### config.mk
export PLATFORM = sky130hd
export DESIGN_NAME = asq_top
export DESIGN_NICKNAME = d
export VERILOG_FILES = /design/src/design/asq_pkg.sv /design/src/design/asq_result_mem.sv /design/src/design/asq_top.sv
export SDC_FILE = /design/constraint.sdc
export NUM_CORES = 1
export LEC_CHECK = 0
export ABC_AREA = 1
export BUFFER_PORTS_ARGS = -buffer_cell sky130_fd_sc_hd__buf_2
export CAP_MARGIN = 20
export CORE_MARGIN = 8
export CORE_UTILIZATION = 58
export CTS_CLUSTER_SIZE = 16
export DETAILED_ROUTE_END_ITERATION = 8
export PLACE_DENSITY_LB_ADDON = 0.25
export SYNTH_ARGS = -nofsm -noshare
export SYNTH_HDL_FRONTEND = slang
export SYNTH_SLANG_ARGS = --single-unit
### constraint.sdc
create_clock -name aclk -period 2.49 [get_ports aclk]
set_clock_uncertainty 0.2 [all_clocks]
set_input_delay 0.1245 -clock aclk [delete_from_list [all_inputs] [get_ports aclk]]
set_output_delay 0.1245 -clock aclk [all_outputs]
set_load 0.005 [all_outputs]
### src/design/asq_pkg.sv
// package of the scan sequencer: register map, field layout, timing
// assumes a 100 MHz aclk and a 32-bit AXI4-Lite register bus
package asq_pkg;

    // ----------------------------------------------------------------
    // clock and bus
    // ----------------------------------------------------------------
    localparam int          CLK_PERIOD_NS = 10;
    localparam int          AXI_ADDR_W    = 6;
    localparam int          AXI_DATA_W    = 32;
    localparam logic [1:0]  RESP_OKAY     = 2'h0;
    localparam logic [1:0]  RESP_SLVERR   = 2'h2;

    // ----------------------------------------------------------------
    // register indices (byte address is four times the index)
    // ----------------------------------------------------------------
    localparam logic [3:0]  IDX_CONTROL      = 4'h0;
    localparam logic [3:0]  IDX_RESULT_FIRST = 4'h1;
    localparam logic [3:0]  IDX_RESULT_LAST  = 4'h8;
    localparam logic [3:0]  IDX_STATUS       = 4'h9;

    // ----------------------------------------------------------------
    // control register fields
    // ----------------------------------------------------------------
    localparam int          CFG_GO_BIT    = 0;  // conversion_go
    localparam int          CFG_CONT_BIT  = 1;  // continuous_select
    localparam int          CFG_BIAS_BIT  = 2;  // analog_bias_enable
    localparam int          CFG_MULTI_BIT = 3;  // multi_channel_select
    localparam int          CFG_HALVE_BIT = 4;  // converter clock halving
    localparam int          CFG_LAST_LSB  = 5;  // last_channel low bit
    localparam int          CFG_LAST_MSB  = 7;  // last_channel high bit
    localparam logic [7:0]  CFG_RESET     = 8'h00;

    // ----------------------------------------------------------------
    // status register fields
    // ----------------------------------------------------------------
    localparam int          STAT_BUSY_BIT   = 0;
    localparam int          STAT_CHAN_LSB   = 1;
    localparam int          STAT_CHAN_MSB   = 3;
    localparam int          STAT_SETTLE_BIT = 4;
    localparam int          STAT_WAIT_BIT   = 5;

    // ----------------------------------------------------------------
    // conversion timing in converter clock ticks
    // ----------------------------------------------------------------
    localparam int          CONV_TICKS   = 82;
    localparam int          RESULT_BITS  = 8;
    localparam int          BIT_TICKS    = 4;
    localparam int          SAMPLE_TICKS = CONV_TICKS - RESULT_BITS * BIT_TICKS;
    localparam logic [6:0]  CONV_LAST    = 7'(CONV_TICKS - 1);
    localparam logic [6:0]  SAMPLE_LAST  = 7'(SAMPLE_TICKS - 1);
    localparam logic [1:0]  BIT_LAST     = 2'(BIT_TICKS - 1);
    localparam logic [7:0]  CODE_MSB     = 8'h80;

    // ----------------------------------------------------------------
    // start-up delay after halt ends
    // ----------------------------------------------------------------
    localparam int          STARTUP_US  = 60;
    localparam int          STARTUP_CYC = (STARTUP_US * 1000 + CLK_PERIOD_NS - 1) / CLK_PERIOD_NS;

    // ----------------------------------------------------------------
    // sequencer states
    // ----------------------------------------------------------------
    typedef enum logic [2:0] {
        ST_IDLE  = 3'b001,
        ST_CONV  = 3'b010,
        ST_STORE = 3'b100
    } asq_state_e;

endpackage

### src/design/asq_result_mem.sv
// result store: eight 8-bit words, one per channel, registered read
// assumes one writer (the sequencer) and one reader (the bus slave)
`timescale 1ns/1ns
`default_nettype none

module asq_result_mem (
    input  wire logic       aclk,
    input  wire logic       aresetn,
    input  wire logic       we,
    input  wire logic [2:0] waddr,
    input  wire logic [7:0] wdata,
    input  wire logic       re,
    input  wire logic [2:0] raddr,
    output logic      [7:0] rdata
);

    typedef struct packed {
        logic [7:0][7:0] word;
        logic [7:0]      rdata;
    } asq_mem_s;

    asq_mem_s mem_reg;
    asq_mem_s mem_next;

    // write port updates one word, read port samples one word
    always_comb begin
        mem_next = mem_reg;
        if (we) begin
            mem_next.word[waddr] = wdata;
        end
        if (re) begin
            mem_next.rdata = mem_reg.word[raddr]; // old value on same-cycle write
        end
    end

    // state register
    always_ff @(posedge aclk) begin
        if (!aresetn) begin
            mem_reg <= '0;
        end else begin
            mem_reg <= mem_next;
        end
    end

    assign rdata = mem_reg.rdata;

endmodule

`default_nettype wire

### src/design/asq_top.sv
// scan sequencer of an 8-bit successive-approximation converter
// assumes a comparator answering within one tick and an AXI4-Lite master
//
// How it works
// - input at or above high reference yields code ff, no overflow flag.
// - input below low reference yields code 00.
// - processor wait state leaves the converter running.
// - halt blocks conversion until halt ends and start-up delay passes.
// - single channel single mode converts the named channel, flags end, waits.
// - multi channel single mode converts channels 0..last, flags end, waits.
// - single channel continuous mode reconverts the named channel.
// - multi channel continuous mode rescans channels 0..last.
// - bias enable resets to zero and is forced to zero while halted.
// - each channel result lands in its own register, indices 1..8.
// - last channel field bits 7..5 bounds the scan starting at channel 0.
// - last channel field zero converts only channel 0.
// - multi channel bit 3 picks one channel or the whole group.
// - bias bit 2 enables the converter; zero idles all converter logic.
// - continuous bit 1 keeps converting after the first sequence.
// - go bit 0 starts or stops; hardware clears it after single sequences.
// - every conversion lasts 82 converter clock ticks.
// - converter clock is master clock, halved when the halving bit is set.
// - end of conversion is an event for one maskable interrupt channel.
`timescale 1ns/1ns
`default_nettype none

module asq_top
    import asq_pkg::*;
#(
    parameter int unsigned STARTUP_CYCLES = STARTUP_CYC
) (
    input  wire logic                  aclk,
    input  wire logic                  aresetn,
    // write address channel
    input  wire logic [AXI_ADDR_W-1:0] awaddr,
    input  wire logic                  awvalid,
    output logic                       awready,
    // write data channel
    input  wire logic [AXI_DATA_W-1:0] wdata,
    input  wire logic [3:0]            wstrb,
    input  wire logic                  wvalid,
    output logic                       wready,
    // write response channel
    output logic [1:0]                 bresp,
    output logic                       bvalid,
    input  wire logic                  bready,
    // read address channel
    input  wire logic [AXI_ADDR_W-1:0] araddr,
    input  wire logic                  arvalid,
    output logic                       arready,
    // read data channel
    output logic [AXI_DATA_W-1:0]      rdata,
    output logic [1:0]                 rresp,
    output logic                       rvalid,
    input  wire logic                  rready,
    // processor power states
    input  wire logic                  halt_in,
    input  wire logic                  wait_in,
    // analog front end
    input  wire logic                  cmp_above,
    output logic [2:0]                 mux_channel,
    output logic                       sample_hold,
    output logic [7:0]                 dac_code,
    output logic                       bias_enable,
    output logic                       eoc_pulse
);

    // ----------------------------------------------------------------
    // state record
    // ----------------------------------------------------------------
    typedef struct packed {
        asq_state_e      state;
        logic [7:0]      cfg;
        logic            div_ph;
        logic [6:0]      conv_cnt;
        logic [1:0]      sub;
        logic            sampling;
        logic [7:0]      dac;
        logic [7:0]      mask;
        logic [2:0]      chan;
        logic [12:0]     settle;
        logic            eoc;
        logic            awready;
        logic            wready;
        logic            bvalid;
        logic [1:0]      bresp;
        logic            aw_full;
        logic [3:0]      aw_idx;
        logic            w_full;
        logic [7:0]      w_byte;
        logic            w_lane;
        logic            arready;
        logic            rd_pend;
        logic [3:0]      ar_idx;
        logic            rvalid;
        logic [1:0]      rresp;
        logic [31:0]     rdata;
    } asq_regs_s;

    localparam asq_regs_s REGS_RESET = '{
        state:   ST_IDLE,
        cfg:     CFG_RESET,
        awready: 1'b1,
        wready:  1'b1,
        arready: 1'b1,
        default: '0
    };

    localparam logic [12:0] SETTLE_LOAD = 13'(STARTUP_CYCLES);

    asq_regs_s   s_reg;
    asq_regs_s   s_next;

    logic        tick;
    logic        run_ok;
    logic [2:0]  last_chan;
    logic [2:0]  first_chan;
    logic        seq_end;
    logic        mem_we;
    logic        mem_re;
    logic [3:0]  mem_ridx;
    logic [7:0]  mem_rdata;
    logic [7:0]  status_byte;

    // ----------------------------------------------------------------
    // derived control terms
    // ----------------------------------------------------------------

    // converter tick: every cycle, or every second cycle when halved
    assign tick = !s_reg.cfg[CFG_HALVE_BIT] || s_reg.div_ph;

    // conversions need go, bias, no halt and a finished settle count
    assign run_ok = s_reg.cfg[CFG_GO_BIT] && s_reg.cfg[CFG_BIAS_BIT]
                    && !halt_in && (s_reg.settle == 13'h0000);

    // wait_in gates nothing; status shows it
    assign last_chan  = s_reg.cfg[CFG_LAST_MSB:CFG_LAST_LSB];
    assign first_chan = s_reg.cfg[CFG_MULTI_BIT] ? 3'h0 : last_chan;

    // sequence ends on the last channel, or after one in single channel
    assign seq_end = !s_reg.cfg[CFG_MULTI_BIT] || (s_reg.chan == last_chan);

    // result write while storing, never when aborting
    assign mem_we = (s_reg.state == ST_STORE) && run_ok;

    // result read is launched at the address handshake
    assign mem_ridx = 4'(araddr[5:2] - IDX_RESULT_FIRST);
    assign mem_re   = arvalid && s_reg.arready;

    // status view of the sequencer
    always_comb begin
        status_byte                               = 8'h00;
        status_byte[STAT_BUSY_BIT]                = (s_reg.state != ST_IDLE);
        status_byte[STAT_CHAN_MSB:STAT_CHAN_LSB]  = s_reg.chan;
        status_byte[STAT_SETTLE_BIT]              = (s_reg.settle != 13'h0000);
        status_byte[STAT_WAIT_BIT]                = wait_in;
    end

    // ----------------------------------------------------------------
    // next state
    // ----------------------------------------------------------------

    // sequencer, bus slave and halt handling
    always_comb begin
        s_next        = s_reg;
        s_next.eoc    = 1'b0;
        s_next.div_ph = (s_reg.state == ST_CONV) && !s_reg.div_ph;

        // sequencer
        unique case (s_reg.state)
            ST_IDLE: begin
                if (run_ok) begin
                    s_next.state    = ST_CONV;
                    s_next.chan     = first_chan;
                    s_next.conv_cnt = 7'h00;
                    s_next.sub      = 2'h0;
                    s_next.sampling = 1'b1;
                    s_next.dac      = 8'h00;
                    s_next.mask     = 8'h00;
                end
            end
            ST_CONV: begin
                if (!run_ok) begin
                    s_next.state    = ST_IDLE;
                    s_next.sampling = 1'b0;
                    s_next.dac      = 8'h00;
                    s_next.mask     = 8'h00;
                end else if (tick) begin
                    s_next.conv_cnt = 7'(s_reg.conv_cnt + 7'h01);
                    if (s_reg.conv_cnt == CONV_LAST) begin
                        s_next.state = ST_STORE;
                    end
                    if (s_reg.sampling) begin
                        if (s_reg.conv_cnt == SAMPLE_LAST) begin
                            s_next.sampling = 1'b0;
                            s_next.dac      = CODE_MSB;
                            s_next.mask     = CODE_MSB;
                            s_next.sub      = 2'h0;
                        end
                    end else if (s_reg.sub == BIT_LAST) begin
                        // keep the trial bit only if the input stands at or above it
                        s_next.sub  = 2'h0;
                        s_next.mask = s_reg.mask >> 1;
                        s_next.dac  = (cmp_above ? s_reg.dac : (s_reg.dac & ~s_reg.mask))
                                      | (s_reg.mask >> 1);
                    end else begin
                        s_next.sub = 2'(s_reg.sub + 2'h1);
                    end
                end
            end
            ST_STORE: begin
                s_next.conv_cnt = 7'h00;
                s_next.sub      = 2'h0;
                s_next.mask     = 8'h00;
                if (!run_ok) begin
                    s_next.state = ST_IDLE;
                    s_next.dac   = 8'h00;
                end else if (!seq_end) begin
                    s_next.state    = ST_CONV;
                    s_next.chan     = 3'(s_reg.chan + 3'h1);
                    s_next.sampling = 1'b1;
                end else begin
                    s_next.eoc = 1'b1;
                    if (s_reg.cfg[CFG_CONT_BIT]) begin
                        s_next.state    = ST_CONV;
                        s_next.chan     = first_chan;
                        s_next.sampling = 1'b1;
                    end else begin
                        s_next.state          = ST_IDLE;
                        s_next.cfg[CFG_GO_BIT] = 1'b0;
                    end
                end
            end
        endcase

        // write address and data are captured independently
        if (awvalid && s_reg.awready) begin
            s_next.aw_full = 1'b1;
            s_next.aw_idx  = awaddr[5:2];
        end
        if (wvalid && s_reg.wready) begin
            s_next.w_full = 1'b1;
            s_next.w_byte = wdata[7:0];
            s_next.w_lane = wstrb[0];
        end
        if (s_reg.bvalid && bready) begin
            s_next.bvalid = 1'b0;
        end

        // write takes effect once both halves are held; software wins over
        // the hardware clear of the go bit in the same cycle
        if (s_reg.aw_full && s_reg.w_full && !s_reg.bvalid) begin
            s_next.aw_full = 1'b0;
            s_next.w_full  = 1'b0;
            s_next.bvalid  = 1'b1;
            if (s_reg.aw_idx == IDX_CONTROL) begin
                s_next.bresp = RESP_OKAY;
                if (s_reg.w_lane) begin
                    s_next.cfg = s_reg.w_byte;
                end
            end else begin
                s_next.bresp = RESP_SLVERR; // results and status are read only
            end
        end
        s_next.awready = !s_next.aw_full && !s_next.bvalid;
        s_next.wready  = !s_next.w_full && !s_next.bvalid;

        // read address handshake, then one cycle for the result store
        if (mem_re) begin
            s_next.arready = 1'b0;
            s_next.rd_pend = 1'b1;
            s_next.ar_idx  = araddr[5:2];
        end
        if (s_reg.rd_pend) begin
            s_next.rd_pend = 1'b0;
            s_next.rvalid  = 1'b1;
            s_next.rresp   = RESP_OKAY;
            if (s_reg.ar_idx == IDX_CONTROL) begin
                s_next.rdata = {24'h000000, s_reg.cfg};
            end else if (s_reg.ar_idx == IDX_STATUS) begin
                s_next.rdata = {24'h000000, status_byte};
            end else if ((s_reg.ar_idx >= IDX_RESULT_FIRST) && (s_reg.ar_idx <= IDX_RESULT_LAST)) begin
                s_next.rdata = {24'h000000, mem_rdata};
            end else begin
                s_next.rdata = 32'h00000000;
                s_next.rresp = RESP_SLVERR;
            end
        end
        if (s_reg.rvalid && rready) begin
            s_next.rvalid  = 1'b0;
            s_next.arready = 1'b1;
        end

        // halt forces the bias off and restarts the settle count
        if (halt_in) begin
            s_next.cfg[CFG_BIAS_BIT] = 1'b0;
            s_next.settle            = SETTLE_LOAD;
        end else if (s_reg.settle != 13'h0000) begin
            s_next.settle = 13'(s_reg.settle - 13'h0001);
        end
    end

    // ----------------------------------------------------------------
    // state register
    // ----------------------------------------------------------------

    // synchronous reset to the idle record
    always_ff @(posedge aclk) begin
        if (!aresetn) begin
            s_reg <= REGS_RESET;
        end else begin
            s_reg <= s_next;
        end
    end

    // ----------------------------------------------------------------
    // result store
    // ----------------------------------------------------------------

    // one word per channel, written when its conversion completes
    asq_result_mem u_result_mem (
        .aclk    (aclk),
        .aresetn (aresetn),
        .we      (mem_we),
        .waddr   (s_reg.chan),
        .wdata   (s_reg.dac),
        .re      (mem_re),
        .raddr   (mem_ridx[2:0]),
        .rdata   (mem_rdata)
    );

    // ----------------------------------------------------------------
    // outputs
    // ----------------------------------------------------------------

    // every output is a field of the state record
    assign awready     = s_reg.awready;
    assign wready      = s_reg.wready;
    assign bvalid      = s_reg.bvalid;
    assign bresp       = s_reg.bresp;
    assign arready     = s_reg.arready;
    assign rvalid      = s_reg.rvalid;
    assign rresp       = s_reg.rresp;
    assign rdata       = s_reg.rdata;
    assign mux_channel = s_reg.chan;
    assign sample_hold = s_reg.sampling;
    assign dac_code    = s_reg.dac;
    assign bias_enable = s_reg.cfg[CFG_BIAS_BIT];
    assign eoc_pulse   = s_reg.eoc;

endmodule

`default_nettype wire

**Word-level counts from Yosys, hierarchy flattened**

Cells that the tools add are included.

- Register bits: 188
- Latch bits: 0
- RAM bits: 0
- Memory bits (read-only): 0
- Input bits: 58
- Output and inout bits: 55
- Memories: 0

- Add/subtract/negate cells: 5
- Multipliers: 0
- Divide/modulo/power cells: 0
- Magnitude comparators: 5
- Equality and inequality tests: 20
- Shift operators: 0
- Multiplexer cells: 56
- Bitwise logic cells: 4
- Reduce and logical (&&, ||, !) cells: 44

Operator list:

| operator | number |
|---|---|
| 26-bit one-hot mux with 3 select lines | 1 |
| 64-bit bitwise mux | 1 |
| 8-bit 2-to-1 mux | 7 |
| 16-bit 2-to-1 mux | 2 |
| 3-bit 2-to-1 mux | 10 |
| 29-bit 2-to-1 mux | 1 |
| 13-bit 2-to-1 mux | 2 |
| 26-bit 2-to-1 mux | 1 |
| 8-bit binary-select mux with 3-bit select | 1 |
| 8-bit demux with 3-bit select | 1 |
| 19-bit 2-to-1 mux | 1 |
| 17-bit 2-to-1 mux | 1 |
| 1-bit logical AND | 16 |
| 4-bit AND reduction | 4 |
| 1-bit 2-to-1 mux | 14 |
| 2-bit 2-to-1 mux | 7 |
| 13-bit logical NOT | 1 |
| 13-bit nonzero test | 1 |
| 13-bit by 1-bit subtractor with 13-bit output, second input constant | 1 |
| 3-bit AND reduction | 4 |
| 10-bit 2-to-1 mux | 1 |
| 2-bit inequality test, second input constant | 5 |
| 9-bit 2-to-1 mux | 1 |
| 3-bit one-hot mux with 3 select lines | 1 |
| 33 further kinds | 49 |

**Longest topological paths before layout**

- Depth in word-level cells: 9
- Gate-level depth with buffers: 13

**Hierarchy**

A second synthesis with hierarchy kept.

- Cells, all modules: 1089
- Area, all modules: 7781.2 µm²

Modules (own cells, without submodules):

| module | times used | cells each | area an instance (µm²) | sequential area each (µm²) |
|---|---|---|---|---|
| asq_top | 1 | 632 | 4541.9 | 1801.7 |
| asq_result_mem | 1 | 457 | 3239.4 | 1441.4 |

**Least setup slack after synthesis**

OpenSTA, ideal clock, no wires.

- Path kind: input -> register
- Start: input port araddr[2]
- End: register u_result_mem.mem_reg (netlist bit u_result_mem.rdata[6])
- Setup time: 0.132 ns
- Data arrival time: 1.685 ns
- Required time: 2.158 ns
- Path slack: 0.473 ns
- Cell stages on the path: 11
- Path through: inv_2 clkbuf_1 ha_1 clkbuf_1 inv_1 clkbuf_1 a21oi_1 o21ai_0 nand2_1 o211ai_1 a21oi_1

- Cells in the longest elaborated chain, start to end: 3

Ends and longest elaborated chain:

| element | line | RTL |
|---|---|---|
| from (decl) | asq_top.sv:48 | `input wire logic [AXI_ADDR_W-1:0] araddr,` |
| 3-bit by 1-bit subtractor with 3-bit output | asq_top.sv:147 | `assign mem_ridx = 4'(araddr[5:2] - IDX_RESULT_FIRST);` |
| 8-bit binary-select mux with 3-bit select | asq_result_mem.sv:32 | `mem_next.rdata = mem_reg.word[raddr];` |
| 8-bit 2-to-1 mux (implied by the code) | asq_result_mem.sv:32 |  |
| to (signal assigned) | asq_result_mem.sv:41 | `mem_reg <= mem_next;` |
| to (decl) | asq_result_mem.sv:22 | `asq_mem_s mem_reg;` |

No other way between the ends. The select of a mux whose other input is x is not followed.
A chain may end at the register's enable or synchronous reset.

**Worst setup path in the final report**

- Start: register s_reg[62] (netlist bit)
- End: register s_reg[68] (netlist bit)

- Cells in the longest elaborated chain, start to end: 3
- Elaborated cells between the ends (all ways): 5
- Those cells by class: add/sub (1); mux (2); reduce/logical (2)

Ends and longest elaborated chain:

| element | line | RTL |
|---|---|---|
| from (decl) | asq_top.sv:111 | `asq_regs_s s_reg;` |
| from (signal assigned) | asq_top.sv:312 | `s_reg <= s_next;` |
| 13-bit by 1-bit subtractor with 13-bit output | asq_top.sv:299 | `s_next.settle = 13'(s_reg.settle - 13'h0001);` |
| 13-bit 2-to-1 mux | asq_top.sv:298 | `end else if (s_reg.settle != 13'h0000) begin` |
| 13-bit 2-to-1 mux | asq_top.sv:295 | `if (halt_in) begin` |

Parallel ways exist; a longest one is shown, timed or not. The select of a mux whose other input is x is not followed.

==> reports/summary.txt <==
DRC viols: 0
Clk Latency, worst-skew pair: 0.43 ns
GR Layer Usage met1: 29.2%
Max reg flops: 64
Max Fclk: 0.430 GHz
Cell with the most instances after synthesis: nand2_1
Die height: 135 microns
VDD IR max: 581 uV
Switching Power: 0.00226 W
Area contributors post-synth: dfxtp_1 (40%), nand2_1 (8.1%), nor2_1 (7.6%)
Vias/cell: 5.26
Adder-cell share of the synthesized area: 1.08%
Post-synthesis sequential area ratio: 39.8%
Internal power consumption: 0.00503 W
First-pass GRT wire length: 32,700 microns
Total global routing track utilization: 22.3%
Power per cell area: 793 nW/um^2
Required time of the critical path: 2.60 ns
CTS clk-pin slew, worst paths: 0.06 ns
Worst EP arrival: 2.43 ns
CP Capture Type: register
Largest net degree at the start of global routing: 121
DRT iter0 DRCs: 812
Area of the mapped netlist: 8150 sq um
Largest family of logic cells by synthesized area: simple AND/OR/NAND/NOR gates
# diodes: 0
Status: completed
Met2 Use GR: 35.0%
Tmin final: 2.33 ns
Fraction of the cycle the final worst path needs: 93.4%
FFs w/ async S/R, synth: 0%
Dominant synthesized flop cell: dfxtp_1
Compound-Gate Fraction of Synth Area: 18.2%
Layout cells sized above 1: 11.1%
Commonest cells in the synthesized netlist: nand2_1 (176), nor2_1 (164), dfxtp_1 (162), inv_1 (162), o21ai_0 (116)
Syn avg cell area: 6.91 sq um
TritonCTS clock tree: done
Remaining global-route overflow: 0
Area grow syn2layout: 12.9%
H-tree levels: 4
LEAKAGE: 4.20 nW
Number of port buffers: 55
Final Cell Area: 9190 sq um
Antenna violations before repair: 0
Drt wl/cell: 14.2 microns
Fin nets: 1,292
Starting Density: 58.9%
Combinational share of power: 19.8%
Antenna-violating nets left: 0
Post-CTS Setup Inserts: 0
Crit-path max FO: 6
Yosys warning count: 0
Grt met3 use: 5.20%
FP Rows: 43
Post-synth cell types: 39
Post-Synth Simple-Gate Area: 24.7%
Setup-failing EPs final: 0
RSZ-0062 raised after global routing: no
Clock network power share: 36.7%
Routability cong.: 0.879
Peak-usage layer in the global routing report: met2
Via count: 7,455
Sum of negative setup slack: 0 ns
Area leader, netlist: dfxtp_1
# IOs: 113
Sw Share: 31.0%
Count of final hold-check violations: 0
EDFF count, synth: 0
Syn Inst Count: 1,179
Routed Wire Length: 20,200 microns
DIE WIDTH: 135 microns
CTS Buffer Depth: 2
Type of origin of the critical path: register
Relative slew slack: 61.6%
FF-to-FF setup slack: 0.16 ns
Clock Sinks: 162
Tightest Pin Transition: 0.576 ns
Top cell type's share of synthesized area: 39.8%
Multiplexer share of the synthesized area: 0%
Sequential power share: 43.5%
HP Class: input pin to register
Crit path kind: register to register
Area post-placement: 8280 sq um
Vias in the first global route: 6,634
Total clock buffers created by CTS: 17
Final Max Tran Viols: 0
Core area: 13,800 sq um
Yosys reg bits: 162
Synth Area in XOR/XNOR: 1.08%
Full die area: 18,100 sq um
Maxcap violations: 0
Drt first pass iters: 6
Final HPWL DP: 13,500 microns
Clock root cell: clkbuf_16
cell type report:
cell class	count	area [sq um]
Timing Repair Buffer	103	726
Inverter	166	623
Fill cell	1200	4630
Clock inverter	5	100
Multi-Input combinational cell	777	3780
Sequential cell	162	3240
Tap cell	180	225
Clock buffer	25	495
worst max-delay path: stages (launching register included):
cell and delay, ns:
dfxtp_1 0.35, inv_1 0.11, ha_1 0.21, inv_1 0.12, nor2_4 0.08, nand2_2 0.14
buf_4 0.16, nand4_1 0.07, a21oi_1 0.14, a21oi_1 0.08, dlygate4sd3_1 0.56
layout by cell type, fill, tap and decap left out, types with 13 or more instances in the layout:
| cell | count |
|---|---|
| nand2_1 | 175 |
| o21ai_1 | 32 |
| dfxtp_1 | 162 |
| nand3_1 | 56 |
| inv_1 | 162 |
| clkbuf_16 | 17 |
| buf_4 | 16 |
| o211ai_1 | 13 |
| o21ai_0 | 116 |
| a21oi_1 | 110 |
| dlygate4sd3_1 | 31 |
| conb_1 | 26 |
| buf_2 | 55 |
| nor2_1 | 164 |
what timing repair did:
action,4_1_cts,5_1_grt
gates resized for setup,0,2
hold buffers,31,0
endpoints found under the hold margin,45,0
setup endpoints to repair,0,17
power groups by stage:
stage          registers [W]  clock network [W]  logic [W]
3_3_place_gp         0.00321                  0    0.00135
3_5_place_dp         0.00322                  0    0.00138
6_report             0.00317            0.00267    0.00144
5_1_grt              0.00320            0.00281    0.00166
4_1_cts              0.00316            0.00269    0.00143
2_1_floorplan        0.00300                  0    0.00127
kinds of logic after synthesis:
group,count (synthesis)
adder cells (fa/ha/maj),7
XOR/XNOR,10
buffers and inverters,265
AND/OR/NAND/NOR,451
other,1
flip-flops,162
AO/OA/AOI/OAI,283
metrics by stage:
stage / hold WS (ns) / utilization, % / worst slack, ns / total power [W] / cells
floorplan: 0.0612 / - / 0.473 / 0.00427 / 1204
global placement: 0.156 / 59.9 / 0.100 / 0.00457 / 1357
detailed placement: 0.162 / 59.9 / 0.0630 / 0.00459 / 1357
CTS: 0.000888 / 66.4 / 0.0439 / 0.00728 / 1418
global route: 0.0558 / 66.5 / 0.00842 / 0.00767 / 1418
finish: 0.0145 / 66.5 / 0.164 / 0.00729 / 1418
path summary, 6_finish.rpt:
check / startpoint / endpoint / cells after the start
setup reg to reg: s_reg[62] / s_reg[68] / 10
setup / recovery: s_reg[62] / s_reg[68] / 10
hold reg to reg: s_reg[104] / s_reg[104] / 1
hold / removal: wvalid / s_reg[43] / 5
routing by layer:
metal / vias up / wire length (microns)
li1: 3804 / -
met1: 3371 / 9160
met2: 259 / 9210
met3: 21 / 1490
met4: 0 / 348
met5: - / 0
Note: power is estimated with default switching activity, not from simulation.
